### src/ald_defines.svh
`ifndef ALD_DEFINES_SVH
`define ALD_DEFINES_SVH

// Register byte offsets on the APB side
`define ALD_OFS_CTRL        12'h000
`define ALD_OFS_MSW         12'h004
`define ALD_OFS_IRQ_STATUS  12'h008
`define ALD_OFS_IRQ_MASK    12'h00C
`define ALD_OFS_OP_COUNT    12'h010

// Control register fields
`define ALD_CTRL_TRAP_EN    0
`define ALD_CTRL_EXC_EN     1

// Machine status word fields
`define ALD_MSW_CARRY       0

// Interrupt status and mask fields
`define ALD_IRQ_TRAP        0
`define ALD_IRQ_UNKNOWN     1
`define ALD_IRQ_CARRY       2
`define ALD_IRQ_W           3

// Reset values
`define ALD_RST_MASK        3'h0
`define ALD_RST_CARRY       1'b0

// Instruction word fields, bit 0 of the manual is word bit 31
`define ALD_OPC_HI          31
`define ALD_OPC_LO          26
`define ALD_RD_HI           25
`define ALD_RD_LO           21
`define ALD_RA_HI           20
`define ALD_RA_LO           16
`define ALD_RB_HI           15
`define ALD_RB_LO           11
`define ALD_ZERO_HI         10
`define ALD_ZERO_LO         0
`define ALD_IMM_HI          15
`define ALD_IMM_LO          0
`define ALD_BIT_TYPEB       29
`define ALD_BIT_KEEP        28
`define ALD_BIT_CUSE        27
`define ALD_BIT_ADD_LOW     26

`endif

### src/ald_pkg.sv
package ald_pkg;

   // Instruction as handed over by the decode stage
   typedef struct packed {
      logic        valid;      // Instruction present this cycle
      logic [31:0] word;       // Raw instruction word
      logic        pfx_valid;  // Preceded by immediate prefix
      logic [15:0] pfx_hi;     // Upper half held by the prefix
   } ald_instr_s;

   // Write-back toward the register file
   typedef struct packed {
      logic        valid;      // Write destination this cycle
      logic [4:0]  dest;       // Destination register index
      logic [31:0] data;       // Result value
   } ald_wb_s;

   // Operation class after decode
   typedef enum logic [1:0] {
      ALD_OP_NONE,
      ALD_OP_ADD,
      ALD_OP_AND,
      ALD_OP_TRAP
   } ald_op_e;

endpackage

### src/ald_datapath.sv
`timescale 1ns/1ps
`include "ald_defines.svh"
// Contract
// - Register-register words carry opcode in bits 0-5, dest in 6-10, A in 11-15, B in 16-20, zeros in 21-31.
// - Register-immediate words carry opcode, dest and one source, then a 16-bit immediate in bits 16-31.
// - The register add family writes src A plus src B into the destination.
// - Keep bit 3 set leaves the carry flag alone; cleared, the carry flag takes the add carry out.
// - Carry-use bit 4 set adds the carry flag as carry-in; cleared, the add has no carry-in.
// - Keep forms set bit 3, carry-using forms set bit 4, the combined form sets both.
// - The immediate add family adds the sign-extended immediate to src A with the same bit meanings.
// - The immediate is the sign-extended field, or the 32-bit prefixed value when a prefix precedes.
// - Register AND writes src A AND src B into the destination and leaves the carry flag alone.
// - With the zero-word trap and exceptions enabled, the all-zero word raises an illegal trap.
module ald_datapath #(
   parameter logic       ZERO_WORD_TRAP_PARAM = 1'b0,       // Trap reset value
   parameter logic       EXC_EN_RESET         = 1'b1,       // Exceptions enabled at reset
   parameter logic [5:0] AND_OPCODE           = 6'b100001   // Register AND opcode
) (
   input  wire logic               clock,       // 25 MHz core clock
   input  wire logic               resetn,      // Async reset, active low
   input  wire logic               psel,        // APB select
   input  wire logic               penable,     // APB access phase
   input  wire logic               pwrite,      // APB write
   input  wire logic [11:0]        paddr,       // APB byte address
   input  wire logic [31:0]        pwdata,      // APB write data
   output logic                    pready,      // APB ready
   output logic [31:0]             prdata,      // APB read data
   output logic                    pslverr,     // APB error
   input  wire ald_pkg::ald_instr_s instr,      // Instruction from decode
   input  wire logic [31:0]        src_reg_a,   // Register file port A
   input  wire logic [31:0]        src_reg_b,   // Register file port B
   output ald_pkg::ald_wb_s        wb,          // Result write-back
   output logic                    illegal_trap,// Illegal instruction pulse
   output logic                    status_carry_flag, // Carry in status word
   output logic                    irq          // Level interrupt
);
   import ald_pkg::*;

   // Parameter sanity: the AND opcode must not fall into the add family
   if (AND_OPCODE[5:4] == 2'b00 && AND_OPCODE[0] == 1'b0) begin : g_chk
      $error("AND_OPCODE collides with the add family");
   end

   // Registers
   logic                     trap_en_r;
   logic                     exc_en_r;
   logic                     carry_r;
   logic [`ALD_IRQ_W-1:0]    irq_sts_r;
   logic [`ALD_IRQ_W-1:0]    irq_mask_r;
   logic [31:0]              op_count_r;
   ald_wb_s                  wb_r;
   logic                     trap_r;
   logic                     irq_r;
   logic                     pready_r;
   logic [31:0]              prdata_r;
   logic                     pslverr_r;

   // Decode wires
   logic [5:0]               opc;
   logic [4:0]               dest;
   logic                     type_b;
   logic                     keep_bit;
   logic                     cuse_bit;
   logic                     add_family;
   logic                     tail_zero;
   logic [31:0]              imm_ext;
   logic [31:0]              opnd_b;
   logic                     cin;
   logic [32:0]              sum;
   logic [31:0]              and_res;
   ald_op_e                  op_kind;
   logic                     carry_upd;
   logic                     unknown_op;

   // APB strobes
   logic                     apb_setup;
   logic                     apb_wr;
   logic                     sel_ctrl;
   logic                     sel_msw;
   logic                     sel_sts;
   logic                     sel_mask;
   logic                     sel_cnt;
   logic                     sel_hit;
   logic [`ALD_IRQ_W-1:0]    irq_set;
   logic [`ALD_IRQ_W-1:0]    irq_clr;
   logic [`ALD_IRQ_W-1:0]    irq_sts_nxt;

   // Field extraction, manual bit 0 is the word's top bit
   assign opc      = instr.word[`ALD_OPC_HI:`ALD_OPC_LO];
   assign dest     = instr.word[`ALD_RD_HI:`ALD_RD_LO];
   assign type_b   = instr.word[`ALD_BIT_TYPEB];
   assign keep_bit = instr.word[`ALD_BIT_KEEP];
   assign cuse_bit = instr.word[`ALD_BIT_CUSE];
   assign tail_zero = (instr.word[`ALD_ZERO_HI:`ALD_ZERO_LO] == 11'h000);

   // Add family: opcode 0,0,T,K,C,0 where T picks the immediate form
   assign add_family = (opc[5:4] == 2'b00) && !instr.word[`ALD_BIT_ADD_LOW];

   // Immediate operand, prefix overrides plain sign extension
   always_comb begin
      if (instr.pfx_valid) begin
         imm_ext = {instr.pfx_hi, instr.word[`ALD_IMM_HI:`ALD_IMM_LO]};
      end else begin
         imm_ext = {{16{instr.word[`ALD_IMM_HI]}},
                    instr.word[`ALD_IMM_HI:`ALD_IMM_LO]};
      end
   end

   // Second operand: register B for type A, immediate for type B
   assign opnd_b = type_b ? imm_ext : src_reg_b;

   // Carry-in comes from the flag only when the opcode asks for it;
   // the decision itself never looks at the flag
   assign cin = cuse_bit & carry_r;

   // One 33-bit adder serves all four add variants
   assign sum     = {1'b0, src_reg_a} + {1'b0, opnd_b} + {32'h00000000, cin};
   assign and_res = src_reg_a & src_reg_b;

   // Operation class; the zero word is checked first so it does not add while trap and exceptions are enabled
   always_comb begin
      op_kind = ALD_OP_NONE;
      if (!instr.valid) begin
         op_kind = ALD_OP_NONE;
      end else if (instr.word == 32'h00000000 && trap_en_r && exc_en_r) begin
         op_kind = ALD_OP_TRAP;
      end else if (add_family && (type_b || tail_zero)) begin
         op_kind = ALD_OP_ADD;
      end else if (opc == AND_OPCODE && tail_zero) begin
         op_kind = ALD_OP_AND;
      end else begin
         op_kind = ALD_OP_NONE;
      end
   end

   // Words this slice does not serve are flagged, not executed
   assign unknown_op = instr.valid && (op_kind == ALD_OP_NONE);

   // Carry updates only for adds with the keep bit clear
   assign carry_upd = (op_kind == ALD_OP_ADD) && !keep_bit;

   // Write-back register, result visible one edge after the instruction
   always_ff @(posedge clock or negedge resetn) begin
      if (!resetn) begin
         wb_r <= '0;
      end else begin
         wb_r.valid <= (op_kind == ALD_OP_ADD) || (op_kind == ALD_OP_AND);
         wb_r.dest  <= dest;
         if (op_kind == ALD_OP_AND) begin
            wb_r.data <= and_res;
         end else begin
            wb_r.data <= sum[31:0];
         end
      end
   end

   // Trap pulse toward the exception logic
   always_ff @(posedge clock or negedge resetn) begin
      if (!resetn) begin
         trap_r <= 1'b0;
      end else begin
         trap_r <= (op_kind == ALD_OP_TRAP);
      end
   end

   // APB decode, single-cycle answer in the access phase
   assign apb_setup = psel && !penable;
   assign apb_wr    = psel && penable && pready_r && pwrite;
   assign sel_ctrl  = (paddr == `ALD_OFS_CTRL);
   assign sel_msw   = (paddr == `ALD_OFS_MSW);
   assign sel_sts   = (paddr == `ALD_OFS_IRQ_STATUS);
   assign sel_mask  = (paddr == `ALD_OFS_IRQ_MASK);
   assign sel_cnt   = (paddr == `ALD_OFS_OP_COUNT);
   assign sel_hit   = sel_ctrl || sel_msw || sel_sts || sel_mask || sel_cnt;

   // Carry flag: an executing add with the keep bit clear wins over a software write
   always_ff @(posedge clock or negedge resetn) begin
      if (!resetn) begin
         carry_r <= `ALD_RST_CARRY;
      end else if (carry_upd) begin
         carry_r <= sum[32];
      end else if (apb_wr && sel_msw) begin
         carry_r <= pwdata[`ALD_MSW_CARRY];
      end
   end

   // Control bits; trap enable resets to the configuration parameter
   always_ff @(posedge clock or negedge resetn) begin
      if (!resetn) begin
         trap_en_r <= ZERO_WORD_TRAP_PARAM;
         exc_en_r  <= EXC_EN_RESET;
      end else if (apb_wr && sel_ctrl) begin
         trap_en_r <= pwdata[`ALD_CTRL_TRAP_EN];
         exc_en_r  <= pwdata[`ALD_CTRL_EXC_EN];
      end
   end

   // Interrupt mask
   always_ff @(posedge clock or negedge resetn) begin
      if (!resetn) begin
         irq_mask_r <= `ALD_RST_MASK;
      end else if (apb_wr && sel_mask) begin
         irq_mask_r <= pwdata[`ALD_IRQ_W-1:0];
      end
   end

   // Sticky events; a set in the clearing cycle survives
   always_comb begin
      irq_set = '0;
      irq_set[`ALD_IRQ_TRAP]    = (op_kind == ALD_OP_TRAP);
      irq_set[`ALD_IRQ_UNKNOWN] = unknown_op;
      irq_set[`ALD_IRQ_CARRY]   = carry_upd && sum[32];
      irq_clr     = (apb_wr && sel_sts) ? pwdata[`ALD_IRQ_W-1:0] : '0;
      irq_sts_nxt = (irq_sts_r & ~irq_clr) | irq_set;
   end

   always_ff @(posedge clock or negedge resetn) begin
      if (!resetn) begin
         irq_sts_r <= '0;
      end else begin
         irq_sts_r <= irq_sts_nxt;
      end
   end

   // Interrupt line follows the next status so it is a plain flop
   always_ff @(posedge clock or negedge resetn) begin
      if (!resetn) begin
         irq_r <= 1'b0;
      end else begin
         irq_r <= |(irq_sts_nxt & irq_mask_r);
      end
   end

   // Count of executed adds and ANDs, wraps silently
   always_ff @(posedge clock or negedge resetn) begin
      if (!resetn) begin
         op_count_r <= 32'h00000000;
      end else if (op_kind == ALD_OP_ADD || op_kind == ALD_OP_AND) begin
         op_count_r <= op_count_r + 32'h00000001;
      end
   end

   // Read data and error captured in setup, presented in access;
   // registering costs nothing since APB has the setup cycle anyway
   always_ff @(posedge clock or negedge resetn) begin
      if (!resetn) begin
         pready_r  <= 1'b0;
         prdata_r  <= 32'h00000000;
         pslverr_r <= 1'b0;
      end else if (apb_setup) begin
         pready_r  <= 1'b1;
         pslverr_r <= !sel_hit;
         prdata_r  <= 32'h00000000;
         if (!pwrite) begin
            if (sel_ctrl) begin
               prdata_r[`ALD_CTRL_TRAP_EN] <= trap_en_r;
               prdata_r[`ALD_CTRL_EXC_EN]  <= exc_en_r;
            end else if (sel_msw) begin
               prdata_r[`ALD_MSW_CARRY] <= carry_r;
            end else if (sel_sts) begin
               prdata_r[`ALD_IRQ_W-1:0] <= irq_sts_r;
            end else if (sel_mask) begin
               prdata_r[`ALD_IRQ_W-1:0] <= irq_mask_r;
            end else if (sel_cnt) begin
               prdata_r <= op_count_r;
            end
         end
      end else begin
         pready_r  <= 1'b0;
         pslverr_r <= 1'b0;
      end
   end

   // Outputs straight from flops
   assign pready            = pready_r;
   assign prdata            = prdata_r;
   assign pslverr           = pslverr_r;
   assign wb                = wb_r;
   assign illegal_trap      = trap_r;
   assign status_carry_flag = carry_r;
   assign irq               = irq_r;

endmodule

### config.mk
export PLATFORM = sky130hd
export DESIGN_NAME = ald_datapath
export DESIGN_NICKNAME = d
export VERILOG_FILES = /design/src/ald_pkg.sv /design/src/ald_datapath.sv
export VERILOG_INCLUDE_DIRS = /design/src
export SDC_FILE = /design/constraint.sdc
export NUM_CORES = 1
export LEC_CHECK = 0
export ABC_AREA = 1
export ABC_CLOCK_PERIOD_IN_PS = 5700
export BUFFER_PORTS_ARGS = -buffer_cell sky130_fd_sc_hd__buf_2
export CAP_MARGIN = 30
export CORE_UTILIZATION = 45
export CTS_BUF_LIST = sky130_fd_sc_hd__clkbuf_4
export DETAILED_ROUTE_END_ITERATION = 8
export PLACE_DENSITY_LB_ADDON = 0.1
export SLEW_MARGIN = 40
export SYNTH_ARGS = -nofsm -noshare
export SYNTH_HDL_FRONTEND = slang
export SYNTH_SLANG_ARGS = --single-unit
### constraint.sdc
create_clock -name clock -period 5.7 [get_ports clock]
set_clock_uncertainty 0.2 [all_clocks]
set_input_delay 1.14 -clock clock [delete_from_list [all_inputs] [get_ports clock]]
set_output_delay 1.14 -clock clock [all_outputs]
set_load 0.02 [all_outputs]
* After elaboration in Yosys (flattened, before gate mapping)
Index checks and enable logic that the tools add are counted.
** Cells by class
- $add $sub $neg :: 3
- Multiply operators :: 0
- Div/mod/pow operators :: 0
- Magnitude comparators :: 0
- Eq/ne operators :: 8
- Shifts and indexed selects :: 0
- Multiplexer cells :: 22
- Bitwise operators :: 6
- Reductions and logical operators :: 33
** Operators with widths (number)
- $mux W32 :: 5
- $mux W29 :: 2
- $add A32 B32 Y33 :: 1
- $add A33 B1 Y33 :: 1
- $add A32 B1 Y32 const B :: 1
- $and A32 B32 Y32 :: 1
- $logic_not A32 Y1 :: 1
- $mux W31 :: 1
- $mux W30 :: 1
- $eq A12 B4 Y1 const B :: 2
- $logic_and A1 B1 Y1 :: 16
- $eq A12 B3 Y1 const B :: 1
- $eq A12 B5 Y1 const B :: 1
- $logic_not A12 Y1 :: 1
- $logic_not A11 Y1 :: 1
- $mux W2 :: 5
- $mux W3 :: 3
- $and A3 B3 Y3 :: 2
- $eq A6 B6 Y1 const B :: 1
- $logic_or A1 B1 Y1 :: 6
- $mux W1 :: 5
- $eq A2 B2 Y1 const B :: 2
- $logic_not A1 Y1 :: 4
- $logic_not A2 Y1 :: 2
- 6 further kinds :: 6
** Word-level totals
- Flip-flop bits (word level) :: 115
- Bits in latches :: 0
- Memory bits (writable) :: 0
- Memory bits (read-only) :: 0
- Input port bits :: 163
- Output and inout bits :: 75
- Word-level logic and storage cells :: 86
- Memories :: 0

* Logic depth before layout (Yosys ltp)
- Word-level depth :: 12
- Depth in mapped cells :: 18

* Worst setup path after synthesis
Ideal clock, no wire load.
- Path type :: input to register
- Start :: input port instr[46] in the netlist's numbering
- End :: register irq_r (netlist: irq)
- Library setup time :: 0.116 ns
- Data arrival time :: 3.288 ns
- Data required time :: 5.384 ns
- Path slack :: 2.096 ns
- Cell stages on the path :: 18
- Path through :: clkbuf_1 clkbuf_1 nand2_1 nand2_1 fa_1 fa_1 nand2_1 nand2_1 nand3_1 nand2_1 nand2_1 nand2_1 nand2_1 nand2_1 nand2_1 nand2_1 nand2_1 nand2_1
** Between the ends
- Word-level cells in the longest chain between the ends :: 12
- Elaborated cells on any way between the ends :: 23
- Classes of those cells :: add/sub: 2; eq/ne: 3; mux: 5; bitwise: 2; reduce/logical: 11
** RTL lines
- start, declared :: line ald_datapath.sv:29 : input wire ald_pkg::ald_instr_s instr,
- branches (longest 8 deep; another with $add A32 B32 Y33)
- $logic_and A1 B1 Y1 * :: line ald_datapath.sv:212 : irq_set[`ALD_IRQ_CARRY] = carry_upd && sum[32];
- $or A3 B3 Y3 * :: line ald_datapath.sv:214 : irq_sts_nxt = (irq_sts_r & ~irq_clr) | irq_set;
- named net irq_sts_nxt[2] :: line ald_datapath.sv:86 : logic [`ALD_IRQ_W-1:0] irq_sts_nxt;
- $and A3 B3 Y3 * :: line ald_datapath.sv:230 : irq_r <= |(irq_sts_nxt & irq_mask_r);
- $reduce_or A3 Y1 * :: line ald_datapath.sv:230
- end signal, assigned :: line ald_datapath.sv:230
- end, declared :: line ald_datapath.sv:53 : logic irq_r;
Mark *: on every way through the listed nets, which the timed path passes.
A chain may end at the register's enable or synchronous reset.

* Worst setup path in the final report
Ends and elaborated chain as after synthesis.

==> metrics.yaml <==
cts_made_buffers: 17
place.port_buffers: 208
setup_violations: 0
yosysWarnings: 0
cts.repair.resized: 0
synth_edf_count: 0
initial_utilization: 0.464
synth_adder_area_share: 0.0591
rows: 48
synth_top_flop_cell: "dfrtp_1"
postCtsSetupRepairBufs: 0
cp.arrival_ps: 4230
post_synth_and_or_nand_nor_area_fraction: 0.375
ys_seq_area_frac: 0.356
netlist.area_leader.share: 0.353
synth_commonest_cells: "436 x nand2_1, 188 x inv_1, 114 x dfrtp_1"
start_kind: "primary input"
ys_async_sr_fraction: 1.00
wl_per_cell_um: 14.4
drt_wl_total_mm: 23.9
post_drt_via_cell_ratio: 4.93
layout-drive-gt1-share: 0.189
worstSetupEndpointType: "flip-flop"
clock_tree_from_tritoncts: "done"
hold_viol_final: 0
post_synth_xor_area_fraction: 0.0455
synth_compound_area_frac: 0.0644
worst_ep_required_time_ps: 5940
worst_setup_hold_path_clk_slew_ps: 120
drtIter0Drc: 416
total_gr_overflow: 0
detail_route.first_pass.iterations: 4
yosysMostFrequentCell: "nand2_1"
ios: 238
drt.antenna.violating_nets: 0
synth_mux_area_frac: 0
flow.area_growth_from_synthesis_pct: 18.9
rsz0062_at_grt: "false"
post_synth_inst_count: 1209
fp.dieW_um: 136
detailedPlacementHpwl_mm: 19.1
synth_top_area_cell: "dfrtp_1"
maximum_number_of_pins_on_one_net_before_global_route_repair: 82
run_status: "complete, no violations"
fin_total_pwr_w: 0.00215
slew_viol_final: 0
pwr_density_cell_mw_per_mm2: 223
total_leakage_power_nw: 5.62
worst_slew_margin_rel: 0.483
wire_length_of_the_first_global_routing_pass_mm: 38.4
clk_root_buffer_cell: "clkbuf_4"
vias: 8184
worst_ir_drop_on_vdd_uv: 108
place_ws_ps: 1140
cts.path.max_buffers: 2
cts_sinks: 115
synth_top_cells_by_area: "dfrtp_1 35%, nand2_1 20%, inv_1 8.7%"
design.die.area_mm2: 0.0185
finish.instance_area_mm2: 0.00961
coreArea_mm2: 0.0174
synth.distinct_cells: 38
tightestPinTransition_ps: 770
clock_h_tree_levels: 4
fin_tns_setup_ps: 0
timing_worst_setup_path_type: "in -> reg"
postSynthRegisterBits: 115
fill_cells: 1830
final_nets: 1621
first_global_vias: 7862
largest_family_of_logic_cells_by_synthesized_area: "simple AND/OR/NAND/NOR gates"
syn_area_mm2: 0.00809
gpl.final_weighted_congestion: 0.908
antenna_violations_before_repair: 1
post-route-min-period_ps: 3990
die_height_um: 136
path_max_fanout: 29
grt_usage: 0.269
synthesized_netlist_net_count: 1409
placement.cell_area_mm2: 0.00936
timing.max_cap.violations: 0
worst_slack_ps: 1710
hp-class: "reg -> reg"
timing.fmax_ghz: 0.251
clk_latency_worst_skew_pair_ps: 550
drc_errors: 0
layout_worst_path_cycle_share: 0.700
average_cell_area_after_synthesis_um2: 6.69
cts_hold_buf: 0
per-stage QoR:
stage,util,std cells,hold slack (ps)
floorplan,-,1209,242
global placement,0.537,1626,260
finish,0.552,1659,285
global route,0.552,1659,297
CTS,0.551,1657,283
detailed placement,0.538,1626,264
cell usage in the layout, fill, tap and decap left out, types with 2 or more instances in the layout:
master      count
xor2_1         31
nand3_1        96
dfrtp_1       114
o21ai_0        49
nor3_2          4
clkbuf_4       17
nor2_2          3
nor4_4          2
inv_2           3
nor4_1          7
buf_2         207
nand4_1        15
inv_1         188
buf_4           6
nand3_2         4
a21oi_1        42
clkinv_1        2
nor3_4          2
ha_1           35
a21o_1          2
nor2_4          3
nor2_1         91
clkinv_2        5
nor3_1         26
nand2_1       436
nand2_2         3
nand3b_1        7
xnor2_1        11
o21a_1          2
fa_1            2
inv_6           2
clkinvlp_4      5
worst max-delay path, stage by stage:
cell and delay, ps:
buf_2 520, inv_1 300, nand2_1 120, nand2_1 80
fa_1 510, fa_1 480, nand2_1 110, nand2_1 100
nand3_1 90, nand2_1 120, nand2_1 100, nand2_1 100
nand2_1 70, nand2_1 80, nand2_1 110, nand2_1 80
nand2_1 60, nand2_1 50
logic make-up after synthesis:
group | count (synthesis)
AO/OA/AOI/OAI | 100
XOR/XNOR | 42
adder cells (fa/ha/maj) | 37
buffers and inverters | 213
flip-flops | 115
AND/OR/NAND/NOR | 702
registers in the layout (all words and copies together) (netlist names):
signal	flops
prdata	32
trap_en_r	1
exc_en_r	1
irq_sts_r	3
irq_mask_r	3
status_carry_flag	1
pready	1
op_count_r	32
illegal_trap	1
irq	1
wb	38
pslverr	1
metal layers:
layer  up-vias  track usage  wire length (µm)
met5         -            0                 0
met4         0       0.0753               356
met3        29       0.0365               806
met2       157        0.471             11900
met1      3783        0.343             10800
li1       4215            -                 -
worst paths after layout:
kind,from,to,slack [ps],cells after the start
setup / recovery,instr[46],irq,1710,18
hold reg to reg,op_count_r[31],op_count_r[31],290,1
max in group asynchronous,resetn,exc_en_r,3870,2
hold / removal,op_count_r[31],op_count_r[31],290,1
setup reg to reg,exc_en_r,op_count_r[23],2770,14
min in group asynchronous,resetn,pslverr,410,1
where the power goes:
part           leakage, nW  switching [W]  internal, W
clock                0.123       0.000342     0.000209
combinational         4.06       0.000448     0.000230
sequential            1.44      0.0000318     0.000886
total                 5.62       0.000822      0.00133
area by class of cell:
type                            count  area (µm²)  area share
Multi-Input combinational cell    881        4400       0.457
Clock buffer                       17         128      0.0133
Sequential cell                   115        2880       0.299
Tap cell                          225         282      0.0293
Inverter                          192         721      0.0750
Antenna cell                        1        2.50    0.000260
Clock inverter                     14         114      0.0118
Timing Repair Buffer              214        1090       0.114
Note: power is estimated with default switching activity, not from simulation.
